## src/rtl/nvap_pkg.sv

```systemverilog
package nvap_pkg;
   localparam logic [7:0] NV_ADDR_DATA_OFS = 8'h3e;
   localparam logic [7:0] NV_ACCESS_CTRL_OFS = 8'h3f;
   localparam int CTRL_EN_BIT = 7;
   localparam int CTRL_DEC_HI = 6;
   localparam int CTRL_DEC_LO = 5;
   localparam logic [1:0] DEC_LOW_ADDR = 2'h0;
   localparam logic [1:0] DEC_HIGH_ADDR = 2'h1;
   localparam logic [1:0] DEC_WRITE = 2'h2;
   localparam logic [1:0] DEC_READ = 2'h3;
   localparam logic [7:0] LATCH_RESET = 8'h00;
   localparam int CLK_HZ = 50000000;
   localparam int SCL_DIVIDE = 512;
   localparam int SCL_HALF = SCL_DIVIDE / 2;
   localparam int BW_CYCLE = 8;
   localparam int BW_STROBE_FIRST = 1;
   localparam int BW_STROBE_LAST = 6;
   localparam logic [6:0] SER_DEV_READ = 7'h50;
endpackage : nvap_pkg

```

## src/rtl/nvap_port.sv

```systemverilog
`timescale 1ns/10ps
//Contract
//- serial mode uses only clock and data lines
//- byte mode drives 16-bit address, 8-bit data
//- device times its own read, write strobes
//- rom region read does four byte reads
//- rom region writes never touch memory
//- 8-bit address/data latch in bits 23:16
//- 3-bit access control field in bits 31:29
//- enable set lets decode bits steer latch
//- top bit reads busy during memory access
//- 80h opens low, a0h high, captures low
//- c0h captures data, starts memory write
//- e0h captures address, starts memory read
//- written byte captured only on decode change, disable or write start
//- 00h captures pending byte, closes access
//- latched address never auto increments
//- address bytes persist across accesses
//- one wide write loads both bytes
//- only last written byte gets captured
//- serial clock is bus clock over 512
//- byte-wide reads have fixed length
module nvap_port
   import nvap_pkg::*;
#(
   parameter int BW_LEN = nvap_pkg::BW_CYCLE
) (
   input wire logic CLK_SYS,
   input wire logic RST_N,
   input wire logic SERIAL_MODE,
   input wire logic REG_WR,
   input wire logic REG_RD,
   input wire logic [7:0] REG_OFS,
   input wire logic [1:0] REG_BE,
   input wire logic [15:0] REG_WDATA,
   output logic [7:0] REG_RDATA,
   input wire logic ROM_RD,
   input wire logic ROM_WR,
   input wire logic [15:0] ROM_ADDR,
   output logic ROM_ACK,
   output logic [31:0] ROM_RDATA,
   output logic [15:0] NV_ADDRESS_BUS,
   output logic [7:0] NV_DATA_BUS_OUT,
   output logic NV_DATA_BUS_OE_N,
   input wire logic [7:0] NV_DATA_BUS_IN,
   output logic NV_READ_STROBE_N,
   output logic NV_WRITE_STROBE_N,
   output logic SCL_OE_N,
   output logic SDA_OE_N,
   input wire logic SDA_IN
);
   import nvap_pkg::*;
   initial begin
      if (BW_LEN < BW_STROBE_LAST + 2) begin
         $error("nvap_port: BW_LEN too short for the strobe window");
      end
   end
   typedef enum logic [3:0] {
      ST_IDLE = 4'b0001,
      ST_BYTE = 4'b0010,
      ST_SER = 4'b0100,
      ST_NEXT = 4'b1000
   } nvap_state_t;
   typedef struct packed {
      nvap_state_t st;
      logic [7:0] hold;
      logic [2:0] ctrl;
      logic [7:0] alo;
      logic [7:0] ahi;
      logic [7:0] dat;
      logic busy;
      logic op_read;
      logic rom;
      logic [1:0] rom_idx;
      logic [15:0] cur_addr;
      logic [31:0] rom_word;
      logic rom_ack;
      logic [7:0] cyc;
      logic rd_n;
      logic wr_n;
      logic dq_oe_n;
      logic [7:0] rdata;
      logic ser_go;
      logic [1:0] mode_s;
      logic [1:0] sda_s;
   } nvap_t;
   nvap_t r, next_r;
   logic ser_done;
   logic [7:0] ser_rdata;
   logic ser_scl_oe_n;
   logic ser_sda_oe_n;
   logic [7:0] new_ctrl_byte;
   logic [7:0] new_hold;
   logic ctrl_wr;
   logic start_rd;
   logic start_wr;
   nvap_serial #(
      .DIVIDE(SCL_DIVIDE)
   ) u_serial (
      .clk(CLK_SYS),
      .rst_n(RST_N),
      .start(r.ser_go),
      .is_read(r.op_read),
      .addr(r.cur_addr),
      .wdata(r.dat),
      .sda_in(r.sda_s[1]),
      .scl_oe_n(ser_scl_oe_n),
      .sda_oe_n(ser_sda_oe_n),
      .done(ser_done),
      .rdata(ser_rdata)
   );
   always_comb begin
      next_r = r;
      next_r.rom_ack = 1'b0;
      next_r.ser_go = 1'b0;
      next_r.mode_s = {r.mode_s[0], SERIAL_MODE};
      next_r.sda_s = {r.sda_s[0], SDA_IN};
      start_rd = 1'b0;
      start_wr = 1'b0;
      new_hold = r.hold;
      new_ctrl_byte = {r.ctrl, 5'h00};
      ctrl_wr = 1'b0;
      // one 16-bit write may load data byte and control byte together
      if (REG_WR && REG_OFS == NV_ADDR_DATA_OFS && REG_BE[0]) begin
         new_hold = REG_WDATA[7:0];
      end
      if (REG_WR && REG_OFS == NV_ADDR_DATA_OFS && REG_BE[1]) begin
         new_ctrl_byte = REG_WDATA[15:8];
         ctrl_wr = 1'b1;
      end
      if (REG_WR && REG_OFS == NV_ACCESS_CTRL_OFS && REG_BE[0]) begin
         new_ctrl_byte = REG_WDATA[7:0];
         ctrl_wr = 1'b1;
      end
      next_r.hold = new_hold;
      // control writes are dropped while busy so the running access and
      // its latched address stay intact
      if (ctrl_wr && !r.busy) begin
         next_r.ctrl = new_ctrl_byte[7:5];
         // pending byte lands in the latch the old decode pointed at
         if (r.ctrl[2] && (r.ctrl[1:0] != new_ctrl_byte[6:5] ||
               !new_ctrl_byte[7])) begin
            case (r.ctrl[1:0])
               DEC_LOW_ADDR: next_r.alo = new_hold;
               DEC_HIGH_ADDR: next_r.ahi = new_hold;
               DEC_WRITE: next_r.dat = new_hold;
               default: next_r.alo = r.alo;
            endcase
         end
         if (new_ctrl_byte[7] && new_ctrl_byte[6:5] == DEC_WRITE &&
               !(r.ctrl[2] && r.ctrl[1:0] == DEC_WRITE)) begin
            start_wr = 1'b1;
            if (!(r.ctrl[2] && r.ctrl[1:0] != DEC_WRITE)) begin
               next_r.dat = new_hold;
            end
         end
         if (new_ctrl_byte[7] && new_ctrl_byte[6:5] == DEC_READ &&
               !(r.ctrl[2] && r.ctrl[1:0] == DEC_READ)) begin
            start_rd = 1'b1;
         end
      end
      case (r.st)
         ST_IDLE: begin
            next_r.rd_n = 1'b1;
            next_r.wr_n = 1'b1;
            next_r.dq_oe_n = 1'b1;
            if (start_rd || start_wr) begin
               // address is read from the latches including any byte this write captures
               next_r.busy = 1'b1;
               next_r.op_read = start_rd;
               next_r.rom = 1'b0;
               next_r.cur_addr = {next_r.ahi, next_r.alo};
               next_r.cyc = 8'h00;
               next_r.st = r.mode_s[1] ? ST_SER : ST_BYTE;
               next_r.ser_go = r.mode_s[1];
            end else if (ROM_RD && !r.rom_ack) begin
               next_r.busy = 1'b1;
               next_r.op_read = 1'b1;
               next_r.rom = 1'b1;
               next_r.rom_idx = 2'd0;
               next_r.cur_addr = {ROM_ADDR[15:2], 2'b00};
               next_r.cyc = 8'h00;
               next_r.st = r.mode_s[1] ? ST_SER : ST_BYTE;
               next_r.ser_go = r.mode_s[1];
            end else if (ROM_WR && !r.rom_ack) begin
               // rom window is read only: acknowledge and discard
               next_r.rom_ack = 1'b1;
            end
         end
         ST_BYTE: begin
            // every cycle has the same length; writes the same shape
            next_r.cyc = r.cyc + 8'h01;
            next_r.rd_n = !(r.op_read && r.cyc >= 8'(BW_STROBE_FIRST - 1)
               && r.cyc < 8'(BW_STROBE_LAST));
            next_r.wr_n = !(!r.op_read && r.cyc >= 8'(BW_STROBE_FIRST - 1)
               && r.cyc < 8'(BW_STROBE_LAST));
            next_r.dq_oe_n = r.op_read;
            if (r.cyc == 8'(BW_STROBE_LAST)) begin
               next_r.rdata = NV_DATA_BUS_IN;
            end
            if (r.cyc == 8'(BW_LEN - 1)) begin
               next_r.st = ST_NEXT;
            end
         end
         ST_SER: begin
            if (ser_done) begin
               next_r.rdata = ser_rdata;
               next_r.st = ST_NEXT;
            end
         end
         ST_NEXT: begin
            next_r.rd_n = 1'b1;
            next_r.wr_n = 1'b1;
            next_r.dq_oe_n = 1'b1;
            if (r.rom) begin
               next_r.rom_word[8*r.rom_idx +: 8] = r.rdata;
               if (r.rom_idx == 2'd3) begin
                  next_r.rom_ack = 1'b1;
                  next_r.busy = 1'b0;
                  next_r.st = ST_IDLE;
               end else begin
                  next_r.rom_idx = r.rom_idx + 2'd1;
                  next_r.cur_addr = r.cur_addr + 16'h0001;
                  next_r.cyc = 8'h00;
                  next_r.st = r.mode_s[1] ? ST_SER : ST_BYTE;
                  next_r.ser_go = r.mode_s[1];
               end
            end else begin
               if (r.op_read) begin
                  next_r.hold = r.rdata;
               end
               next_r.busy = 1'b0;
               next_r.st = ST_IDLE;
            end
         end
         default: next_r.st = ST_IDLE;
      endcase
   end
   always_ff @(posedge CLK_SYS or negedge RST_N) begin
      if (!RST_N) begin
         r <= '{st: ST_IDLE, hold: LATCH_RESET, ctrl: 3'h0,
                alo: LATCH_RESET, ahi: LATCH_RESET, dat: LATCH_RESET,
                busy: 1'b0, op_read: 1'b0, rom: 1'b0, rom_idx: 2'h0,
                cur_addr: 16'h0000, rom_word: 32'h00000000,
                rom_ack: 1'b0, cyc: 8'h00, rd_n: 1'b1, wr_n: 1'b1,
                dq_oe_n: 1'b1, rdata: 8'h00, ser_go: 1'b0,
                mode_s: 2'h0, sda_s: 2'h3};
      end else begin
         r <= next_r;
      end
   end
   // registered read data: offset selects byte, top bit is busy
   logic [7:0] rd_q;
   always_ff @(posedge CLK_SYS or negedge RST_N) begin
      if (!RST_N) begin
         rd_q <= 8'h00;
      end else if (REG_RD && REG_OFS == NV_ADDR_DATA_OFS) begin
         rd_q <= r.hold;
      end else if (REG_RD && REG_OFS == NV_ACCESS_CTRL_OFS) begin
         rd_q <= {r.busy, r.ctrl[1:0], 5'h00};
      end else if (REG_RD) begin
         rd_q <= 8'h00;
      end
   end
   // the serial engine's outputs are themselves flops
   logic scl_q;
   logic sda_q;
   always_ff @(posedge CLK_SYS or negedge RST_N) begin
      if (!RST_N) begin
         scl_q <= 1'b1;
         sda_q <= 1'b1;
      end else begin
         scl_q <= ser_scl_oe_n;
         sda_q <= ser_sda_oe_n;
      end
   end
   assign REG_RDATA = rd_q;
   assign ROM_ACK = r.rom_ack;
   assign ROM_RDATA = r.rom_word;
   assign NV_ADDRESS_BUS = r.cur_addr;
   assign NV_DATA_BUS_OUT = r.dat;
   assign NV_DATA_BUS_OE_N = r.dq_oe_n;
   assign NV_READ_STROBE_N = r.rd_n;
   assign NV_WRITE_STROBE_N = r.wr_n;
   assign SCL_OE_N = scl_q;
   assign SDA_OE_N = sda_q;
endmodule : nvap_port

```

## src/rtl/nvap_serial.sv

```systemverilog
`timescale 1ns/10ps
// two-wire byte engine: writes or reads one byte at a 16-bit address
module nvap_serial
   import nvap_pkg::*;
#(
   parameter int DIVIDE = nvap_pkg::SCL_DIVIDE
) (
   input wire logic clk,
   input wire logic rst_n,
   input wire logic start,
   input wire logic is_read,
   input wire logic [15:0] addr,
   input wire logic [7:0] wdata,
   input wire logic sda_in,
   output logic scl_oe_n,
   output logic sda_oe_n,
   output logic done,
   output logic [7:0] rdata
);
   localparam int QTR = DIVIDE / 4;
   initial begin
      if (DIVIDE < 8 || DIVIDE % 4 != 0) begin
         $error("nvap_serial: DIVIDE must be a multiple of 4, at least 8");
      end
   end
   // one bit slot per entry: 4 phases each; sequence is a flat bit script
   typedef enum logic [2:0] {
      S_IDLE = 3'b001,
      S_RUN = 3'b010,
      S_DONE = 3'b100
   } nvs_state_t;
   typedef struct packed {
      nvs_state_t st;
      logic [15:0] cnt;
      logic [1:0] ph;
      logic [6:0] bitn;
      logic [7:0] rd;
      logic scl;
      logic sda;
      logic done;
   } nvs_t;
   nvs_t r, next_r;
   logic [6:0] last_bit;
   // script: 0 start, 1..9 dev+w+ack, 10..18 ahi, 19..27 alo,
   // write: 28..36 data, 37 stop
   // read: 28 restart, 29..37 dev+r+ack, 38..46 data+nack, 47 stop
   function automatic logic [2:0] slot(input logic [6:0] n, input logic rdx,
         input logic [15:0] a, input logic [7:0] d);
      // returns {kind, value}: kind 0 data, 1 start, 2 stop, 3 read
      logic [7:0] byt;
      logic [3:0] k;
      byt = 8'h00;
      k = 4'h0;
      slot = 3'h0;
      if (n == 7'd0 || (rdx && n == 7'd28)) begin
         slot = 3'b010;
      end else if ((!rdx && n == 7'd37) || (rdx && n == 7'd47)) begin
         slot = 3'b100;
      end else begin
         if (n < 7'd10) begin
            byt = {SER_DEV_READ, 1'b0};
            k = 4'(n - 7'd1);
         end else if (n < 7'd19) begin
            byt = a[15:8];
            k = 4'(n - 7'd10);
         end else if (n < 7'd28) begin
            byt = a[7:0];
            k = 4'(n - 7'd19);
         end else if (!rdx) begin
            byt = d;
            k = 4'(n - 7'd28);
         end else if (n < 7'd38) begin
            byt = {SER_DEV_READ, 1'b1};
            k = 4'(n - 7'd29);
         end else begin
            k = 4'(n - 7'd38);
            slot = (k == 4'd8) ? 3'b001 : 3'b110;
         end
         if (!(rdx && n >= 7'd38)) begin
            slot = (k == 4'd8) ? 3'b001 : {2'b00, byt[3'(4'd7 - k)]};
         end
      end
   endfunction : slot
   logic [2:0] cur;
   always_comb begin
      next_r = r;
      next_r.done = 1'b0;
      last_bit = is_read ? 7'd47 : 7'd37;
      cur = slot(r.bitn, is_read, addr, wdata);
      case (r.st)
         S_IDLE: begin
            next_r.scl = 1'b1;
            next_r.sda = 1'b1;
            if (start) begin
               next_r.st = S_RUN;
               next_r.bitn = 7'd0;
               next_r.ph = 2'd0;
               next_r.cnt = 16'd0;
            end
         end
         S_RUN: begin
            next_r.cnt = r.cnt + 16'd1;
            if (r.cnt == 16'(QTR - 1)) begin
               next_r.cnt = 16'd0;
               next_r.ph = r.ph + 2'd1;
               case (cur)
                  3'b010: begin
                     // start/restart: sda falls while scl high
                     next_r.scl = (r.ph != 2'd3);
                     next_r.sda = (r.ph == 2'd0);
                  end
                  3'b100: begin
                     next_r.scl = (r.ph != 2'd0);
                     next_r.sda = (r.ph >= 2'd2);
                  end
                  3'b110: begin
                     next_r.sda = 1'b1;
                     next_r.scl = (r.ph == 2'd0 || r.ph == 2'd1);
                     if (r.ph == 2'd1) begin
                        next_r.rd = {r.rd[6:0], sda_in};
                     end
                  end
                  default: begin
                     // ack slots release sda; last read ack is a nack
                     next_r.sda = cur[0] | (cur == 3'b001);
                     next_r.scl = (r.ph == 2'd0 || r.ph == 2'd1);
                  end
               endcase
               if (r.ph == 2'd3) begin
                  if (r.bitn == last_bit) begin
                     next_r.st = S_DONE;
                  end else begin
                     next_r.bitn = r.bitn + 7'd1;
                  end
               end
            end
         end
         S_DONE: begin
            next_r.done = 1'b1;
            next_r.st = S_IDLE;
         end
         default: next_r.st = S_IDLE;
      endcase
   end
   always_ff @(posedge clk or negedge rst_n) begin
      if (!rst_n) begin
         r <= '{st: S_IDLE, cnt: 16'h0000, ph: 2'h0, bitn: 7'h00,
                rd: 8'h00, scl: 1'b1, sda: 1'b1, done: 1'b0};
      end else begin
         r <= next_r;
      end
   end
   // open drain: enable low pulls the line low
   assign scl_oe_n = r.scl;
   assign sda_oe_n = r.sda;
   assign done = r.done;
   assign rdata = r.rd;
endmodule : nvap_serial

```

## config.mk

```make
export PLATFORM = sky130hd
export DESIGN_NAME = nvap_port
export DESIGN_NICKNAME = d
export VERILOG_FILES = /design/src/rtl/nvap_pkg.sv /design/src/rtl/nvap_port.sv /design/src/rtl/nvap_serial.sv
export SDC_FILE = /design/constraint.sdc
export NUM_CORES = 1
export LEC_CHECK = 0
export ABC_AREA = 1
export ABC_CLOCK_PERIOD_IN_PS = 3000
export BUFFER_PORTS_ARGS = -buffer_cell sky130_fd_sc_hd__buf_2
export CELL_PAD_IN_SITES_DETAIL_PLACEMENT = 1
export CELL_PAD_IN_SITES_GLOBAL_PLACEMENT = 2
export CORE_UTILIZATION = 35
export CTS_BUF_LIST = sky130_fd_sc_hd__clkbuf_8
export DETAILED_ROUTE_END_ITERATION = 8
export HOLD_SLACK_MARGIN = 0.1
export PLACE_DENSITY_LB_ADDON = 0.1
export SLEW_MARGIN = 20
export SYNTH_ARGS = -nofsm -noshare
export SYNTH_HDL_FRONTEND = slang
export SYNTH_SLANG_ARGS = --single-unit
export TNS_END_PERCENT = 50
```

## constraint.sdc

```tcl
create_clock -name CLK_SYS -period 3 [get_ports CLK_SYS]
set_clock_uncertainty 0.15 [all_clocks]
set_input_delay 0.6 -clock CLK_SYS [delete_from_list [all_inputs] [get_ports CLK_SYS]]
set_output_delay 0.6 -clock CLK_SYS [all_outputs]
set_load 0.01 [all_outputs]
```

# [Word-level counts from Yosys, hierarchy flattened]
# Index checks and enable logic that the tools add are counted.
[word_totals] in_bits=58 ff_bits=166 out_inout_bits=70 word_cells=266
[op_classes] n_bitwise=1 shifts=2 addsub=14 mux=98 n_reduce_logical=63 eq_ne=47 magnitude_cmp=9
[op_table] op="2-to-1 mux 8 bit" count=28
[op_table] op="2-to-1 mux 59 bit" count=1
[op_table] op="one-hot mux 25 bit (2 select lines)" count=1
[op_table] op="2-to-1 mux 24 bit" count=2
[op_table] op="2-to-1 mux 4 bit" count=12
[op_table] op="2-to-1 mux 3 bit" count=15
[op_table] op="2-to-1 mux 38 bit" count=1
[op_table] op="one-hot mux 18 bit (2 select lines)" count=1
[op_table] op="negation 5 -> 34 bit" count=1
[op_table] op="variable shift 8 x 34 -> 32 bit, first input constant" count=1
[op_table] op="variable part select 8 x 34 -> 32 bit" count=1
[op_table] op="one-hot mux 11 bit (3 select lines)" count=1
[op_table] op="adder 16 x 1 -> 16 bit, second input constant" count=2
[op_table] op="bitwise mux 32 bit" count=1
[op_table] op="2-to-1 mux 28 bit" count=1
[op_table] op="logical AND 1 bit" count=26
[op_table] op="2-to-1 mux 21 bit" count=1
[op_table] op="!= test 2 bit, second input constant" count=10
[op_table] op="2-to-1 mux 1 bit" count=19
[op_table] op="2-to-1 mux 18 bit" count=1
[op_table] op="equality test 16 x 7 -> 1 bit, second input constant" count=1
[op_table] op="equality test 8 x 3 -> 1 bit, second input constant" count=2
[op_table] op="equality test 8 x 6 -> 1 bit, second input constant" count=2
[op_table] op="2-to-1 mux 16 bit" count=1
[op_table] op="other kinds (51)" count=102

# [Depth between registers and ports, before layout]
[depth] depth_word=20 depth_mapped=19 depth_no_buf=19

# [Cells and area by module]
# Synthesis repeated with hierarchy kept, for this count alone.
[hier_totals] cells_unflattened=1306 area_unflattened_um2=10247.3
[modules_own_cells] mod="nvap_port" area_each_um2=7243.2 instances=1 cells_per_inst=915
[modules_own_cells] mod="nvap_serial" area_each_um2=3004.1 instances=1 cells_per_inst=391

# [Worst setup path before layout]
# Ideal clock, no wire load.
[synth_path] path_type="input-to-reg" startpoint="in REG_OFS[5]" endpoint="reg r (netlist bit NV_ADDRESS_BUS[15])" arrival_ns=2.201 setup_slack_ns=0.528 t_required_ns=2.729 setup_time_ns=0.121 path_buffers=1 stages=12 path_cell_list="nand2_1 -> nor3_4 -> nand3_2 -> or2_1 -> nand2_1 -> nor2_1 -> nand3_2 -> nand2_1 -> buf_4 -> or2_2 -> nand3_1 -> a21oi_1"
[synth_between] elab_chain_len=13 word_cells_on_any_way=35 classes_between="eq/ne: 6; mux: 14; reduce/logical: 15"
[synth_lines] element="start: declaration" line="nvap_port.sv:33" text="input wire logic [7:0] REG_OFS,"
[synth_lines] element="equality test 8 x 6 -> 1 bit" line="nvap_port.sv:124, nvap_port.sv:127"
[synth_lines] element="logical AND 1 bit" line="nvap_port.sv:124, nvap_port.sv:127"
[synth_lines] element="logical AND 1 bit" line="nvap_port.sv:127" text="if (REG_WR && REG_OFS == NV_ADDR_DATA_OFS && REG_BE[1]) begin"
[synth_lines] element="2-to-1 mux 8 bit" line="nvap_port.sv:127"
[synth_lines] element="2-to-1 mux 8 bit" line="nvap_port.sv:131" text="if (REG_WR && REG_OFS == NV_ACCESS_CTRL_OFS && REG_BE[0]) begin"
[synth_lines] element="equality test 2 bit, on equally long branches" line="nvap_port.sv:157, nvap_port.sv:150"
[synth_lines] element="logical AND 1 bit, on equally long branches (2 in a row)" line="nvap_port.sv:157, nvap_port.sv:150"
[synth_lines] element="2-to-1 mux 1 bit, on equally long branches" line="nvap_port.sv:157, nvap_port.sv:150"
[synth_lines] element="2-to-1 mux 1 bit" line="nvap_port.sv:138" text="if (ctrl_wr && !r.busy) begin"
[synth_lines] element="logical OR 1 bit" line="nvap_port.sv:167" text="if (start_rd || start_wr) begin"
[synth_lines] element="!= test 3 bit (no source line) / 2-to-1 mux 16 bit (equally long branches)"
[synth_lines] element="AND reduction 4 bit (no source line) / one-hot mux 18 bit (2 select lines) (equally long branches)"
[synth_lines] element="end signal: assignment" line="nvap_port.sv:241" text="r <= '{st: ST_IDLE, hold: LATCH_RESET, ctrl: 3'h0,"
[synth_lines] element="end signal: assignment" line="nvap_port.sv:249" text="r <= next_r;"
[synth_lines] element="end: declaration" line="nvap_port.sv:87" text="nvap_t r, next_r;"
# Parallel ways exist; a longest one is shown, timed or not.
# A chain may end at the register's enable or synchronous reset.

# [Worst setup path in the final report]
[layout_path] startpoint="reg u_serial.r[28] (netlist bit)" endpoint="reg u_serial.r[16] (netlist bit)"
[layout_between] elab_chain_len=3
[layout_lines] element="start: declaration" line="nvap_serial.sv:42" text="nvs_t r, next_r;"
[layout_lines] element="start signal: assignment" line="nvap_serial.sv:147" text="r <= '{st: S_IDLE, cnt: 16'h0000, ph: 2'h0, bitn: 7'h00,"
[layout_lines] element="start signal: assignment" line="nvap_serial.sv:150" text="r <= next_r;"
[layout_lines] element="equality test 16 x 7 -> 1 bit" line="nvap_serial.sv:103" text="if (r.cnt == 16'(QTR - 1)) begin"
[layout_lines] element="!= test 2 x 1 -> 1 bit (no source line)"
[layout_lines] element="AND reduction 5 bit (no source line)"
# No other way between the ends.

==> impl_metrics.csv <==
group,metric,value,unit
logic_synthesis,syn-num-nets,1351,
logic_synthesis,ys_top_cells_by_area,"dfrtp_1 40%, nand2_1 10%, nand3_1 6.3%, o21ai_0 5.7%, inv_1 5.4%",
critical_path,critical_path_class,"reg -> reg",
logic_synthesis,synth_cells,1267,
placement,placed_area,10500,µm²
floorplan,die_h,168,µm
timing,relSlewSlack,0.520,
timing,post-route-period-util,0.869,
logic_synthesis,postSynth.asyncResetShare,1.00,
power,power_density,646,nW/µm²
timing,rsz0062_at_grt,"false",
global_routing,grt_pass1_wl,47900,µm
layout,diodes,0,
timing,worst_pin_slew,0.719,ns
logic_synthesis,synth_top_area_frac,0.402,
drt,remaining_drc_errors,0,
cts,path_clk_slew,0.12,ns
critical_path,cp_max_fo,10,
layout,synthToLayoutAreaGrowth,14.0,%
layout,utilization,0.407,
logic_synthesis,synth_flop_cell,"dfrtp_1",
global_routing,grt_max_degree,64,
drt,viasPerCell,5.00,
critical_path,worst_ep_arrival_time,2.84,ns
logic_synthesis,syn_area,9640,µm²
critical_path,reg2reg_from,"u_serial.r[28]",
placement,gp_congestion,0.832,
cts,clock-sinks,166,
floorplan,core,27000,µm²
layout,fillers,3408,
layout,nets,1462,
global_routing,antenna_found_initial,0,
hold_path,min_path_type,"reg -> reg",
hold_path,min_from,"next_r[1]",
timing,clock.fmax,384,MHz
drt,ant_nets,0,
drt,drt_iter0_markers,417,
cts,cts_root_buffer,"clkbuf_8",
timing,finalSetupViolCount,0,
run,maxCapViolCount,0,
floorplan,fp-row-count,60,
floorplan,initial_core_util,0.357,
critical_path,crit_path_cell_trace,"inv_1 -> nand2_1 -> nor4_1 -> nand2_1 -> nand2_1 -> inv_2 -> nor2_1 -> nand3_1 -> inv_2 -> nand3_1 -> nor2_1 -> nor2_1 -> nor3b_1",
logic_synthesis,synth-seq-area-share,0.432,
cts,cts_buffers,17,
layout,drive_gt1_frac,0.181,
power,leakage,5.59,nW
critical_path,ff2ff_path_depth,13,
logic_synthesis,yosysWarningCount,0,
timing,fin_crit,2.61,ns
cts,h-tree-depth,4,
global_routing,overflow,0,
placement,place_hpwl,22100,µm
cts,post-cts-setup-buffers,0,
layout,design_area,11000,µm²
run_status,status,"finished clean",
critical_path,slowest_stage,"dfrtp_1",
logic_synthesis,synth-seq-cells,166,
global_routing,track_usage,0.216,
critical_path,required,3.23,ns
logic_synthesis,synth_common_cells,"263 x nand2_1, 155 x dfrtp_1, 140 x inv_1",
drt,drtPass1Iterations,4,
floorplan,io_pins,128,
floorplan,dieArea,28200,µm²
floorplan,dieWidth,168,µm
cts,clock_latency,0.47,ns
global_routing,grt_pass1_vias,8950,
drt,routedWlPerCell,16.6,µm
critical_path,critPathLaunchType,"register",
timing,fin_setup_tns,0,ns
placement,port_buffers,120,
cts,cts_tree,"built",
logic_synthesis,synth_top_area_cell,"dfrtp_1",
hold_path,hold_depth,0,
timing,slew_viol_final,0,
logic_synthesis,yosysMostFrequentCell,"nand2_1",
drt,routed_wl,28800,µm
logic_synthesis,avgSynthCellArea,7.61,µm²
critical_path,cpPeakStageDelay,0.42,ns
critical_path,startpoint,"u_serial.r[28]",
power,vdd_drop_max,0.000303,V
logic_synthesis,yosys.cell_types.count,50,
drt,vias,8657,
critical_path,endpoint_kind,"register",
timing,finalHoldViolCount,0,
cts,clockBufferDepth,2,
logic_synthesis,synth_edf_count,0,
per-stage QoR:
| step | worst slack, ns | total power [mW] | hold WS [ns] | instances |
|---|---|---|---|---|
| after floorplan | 0.528 | 4.65 | 0.154 | 1267 |
| after global placement | 0.124 | 5.44 | 0.198 | 1697 |
| after detailed placement | 0.0914 | 5.50 | 0.198 | 1697 |
| after CTS | 0.341 | 7.21 | 0.210 | 1732 |
| after global routing | 0.0554 | 7.64 | 0.217 | 1732 |
| final | 0.393 | 7.10 | 0.215 | 1732 |
cells by family (layout without fill, tap and decap cells):
logic type,Yosys count,count (layout),share of synthesized area
xor gates and xnor gates,10,10,0.00908
AOI/OAI and AO/OA,229,229,0.129
and+or+nand+nor,603,603,0.279
muxes,1,1,0.00117
adders and majority gates,26,26,0.0337
buffers and inverters,232,356,0.116
DFF,166,166,0.432
worst max-delay path: cells and delay by family, from the launching register on:
family,cells,cell delay (ns)
buffers and inverters,3,0.43
and+or+nand+nor,10,1.53
DFF,1,0.42
cells in the final DEF (no fill, tap or decap), types with 3 or more instances in the layout:
master / Yosys / final
ha_1: 26 / 26
xnor2_1: 5 / 5
nand3_1: 121 / 121
clkinv_8: 0 / 7
nand2_2: 6 / 6
or2_2: 8 / 8
dfrtp_1: 155 / 155
o22ai_1: 13 / 13
nor3_1: 18 / 18
nor3b_1: 3 / 3
a21oi_1: 76 / 76
nor4_1: 6 / 6
xor2_1: 5 / 5
inv_6: 0 / 5
inv_1: 140 / 140
nand3_2: 6 / 6
buf_2: 6 / 119
o21a_1: 4 / 4
o21ai_0: 110 / 110
nor2_1: 138 / 138
clkbuf_8: 0 / 17
dlygate4sd3_1: 0 / 3
dfstp_2: 11 / 11
buf_12: 0 / 3
o211ai_1: 5 / 5
o31ai_1: 3 / 3
nand4_1: 18 / 18
nand2_1: 263 / 263
clkinv_1: 5 / 5
buf_4: 58 / 49
inv_2: 4 / 4
a31oi_1: 6 / 6
report_power, final:
part / switching [mW] / internal [mW]
clock network: 1.04 / 0.639
registers: 0.436 / 2.58
logic: 1.57 / 0.831
routing by layer:
layer	wire length (µm)	track usage
met3	642	0.0275
met4	213	0.0459
met2	13300	0.348
met1	14600	0.309
met5	0	0
final timing paths:
| kind | end | slack [ns] |
|---|---|---|
| max | u_serial.r[16] | 0.39 |
| min | r[1] | 0.21 |
| max reg2reg | u_serial.r[16] | 0.39 |
| min reg2reg | r[1] | 0.21 |
| max in group asynchronous | NV_WRITE_STROBE_N | 1.35 |
| min in group asynchronous | REG_RDATA[2] | 0.54 |
repair_timing:
action,4_1_cts,5_1_grt
endpoints found under the hold margin,60,0
hold buffers,3,0
gates resized for setup,0,0
layout make-up:
| type | instances | area, µm² | area share |
|---|---|---|---|
| multi-input combinational | 869 | 4360 | 0.396 |
| sequential | 166 | 4170 | 0.379 |
| timing repair buffer | 175 | 1060 | 0.0969 |
| inverter | 149 | 559 | 0.0509 |
| tap | 341 | 427 | 0.0388 |
| clock buffer | 17 | 234 | 0.0213 |
| clock inverter | 15 | 183 | 0.0166 |
No activity file was read; power rests on OpenSTA's default activity.
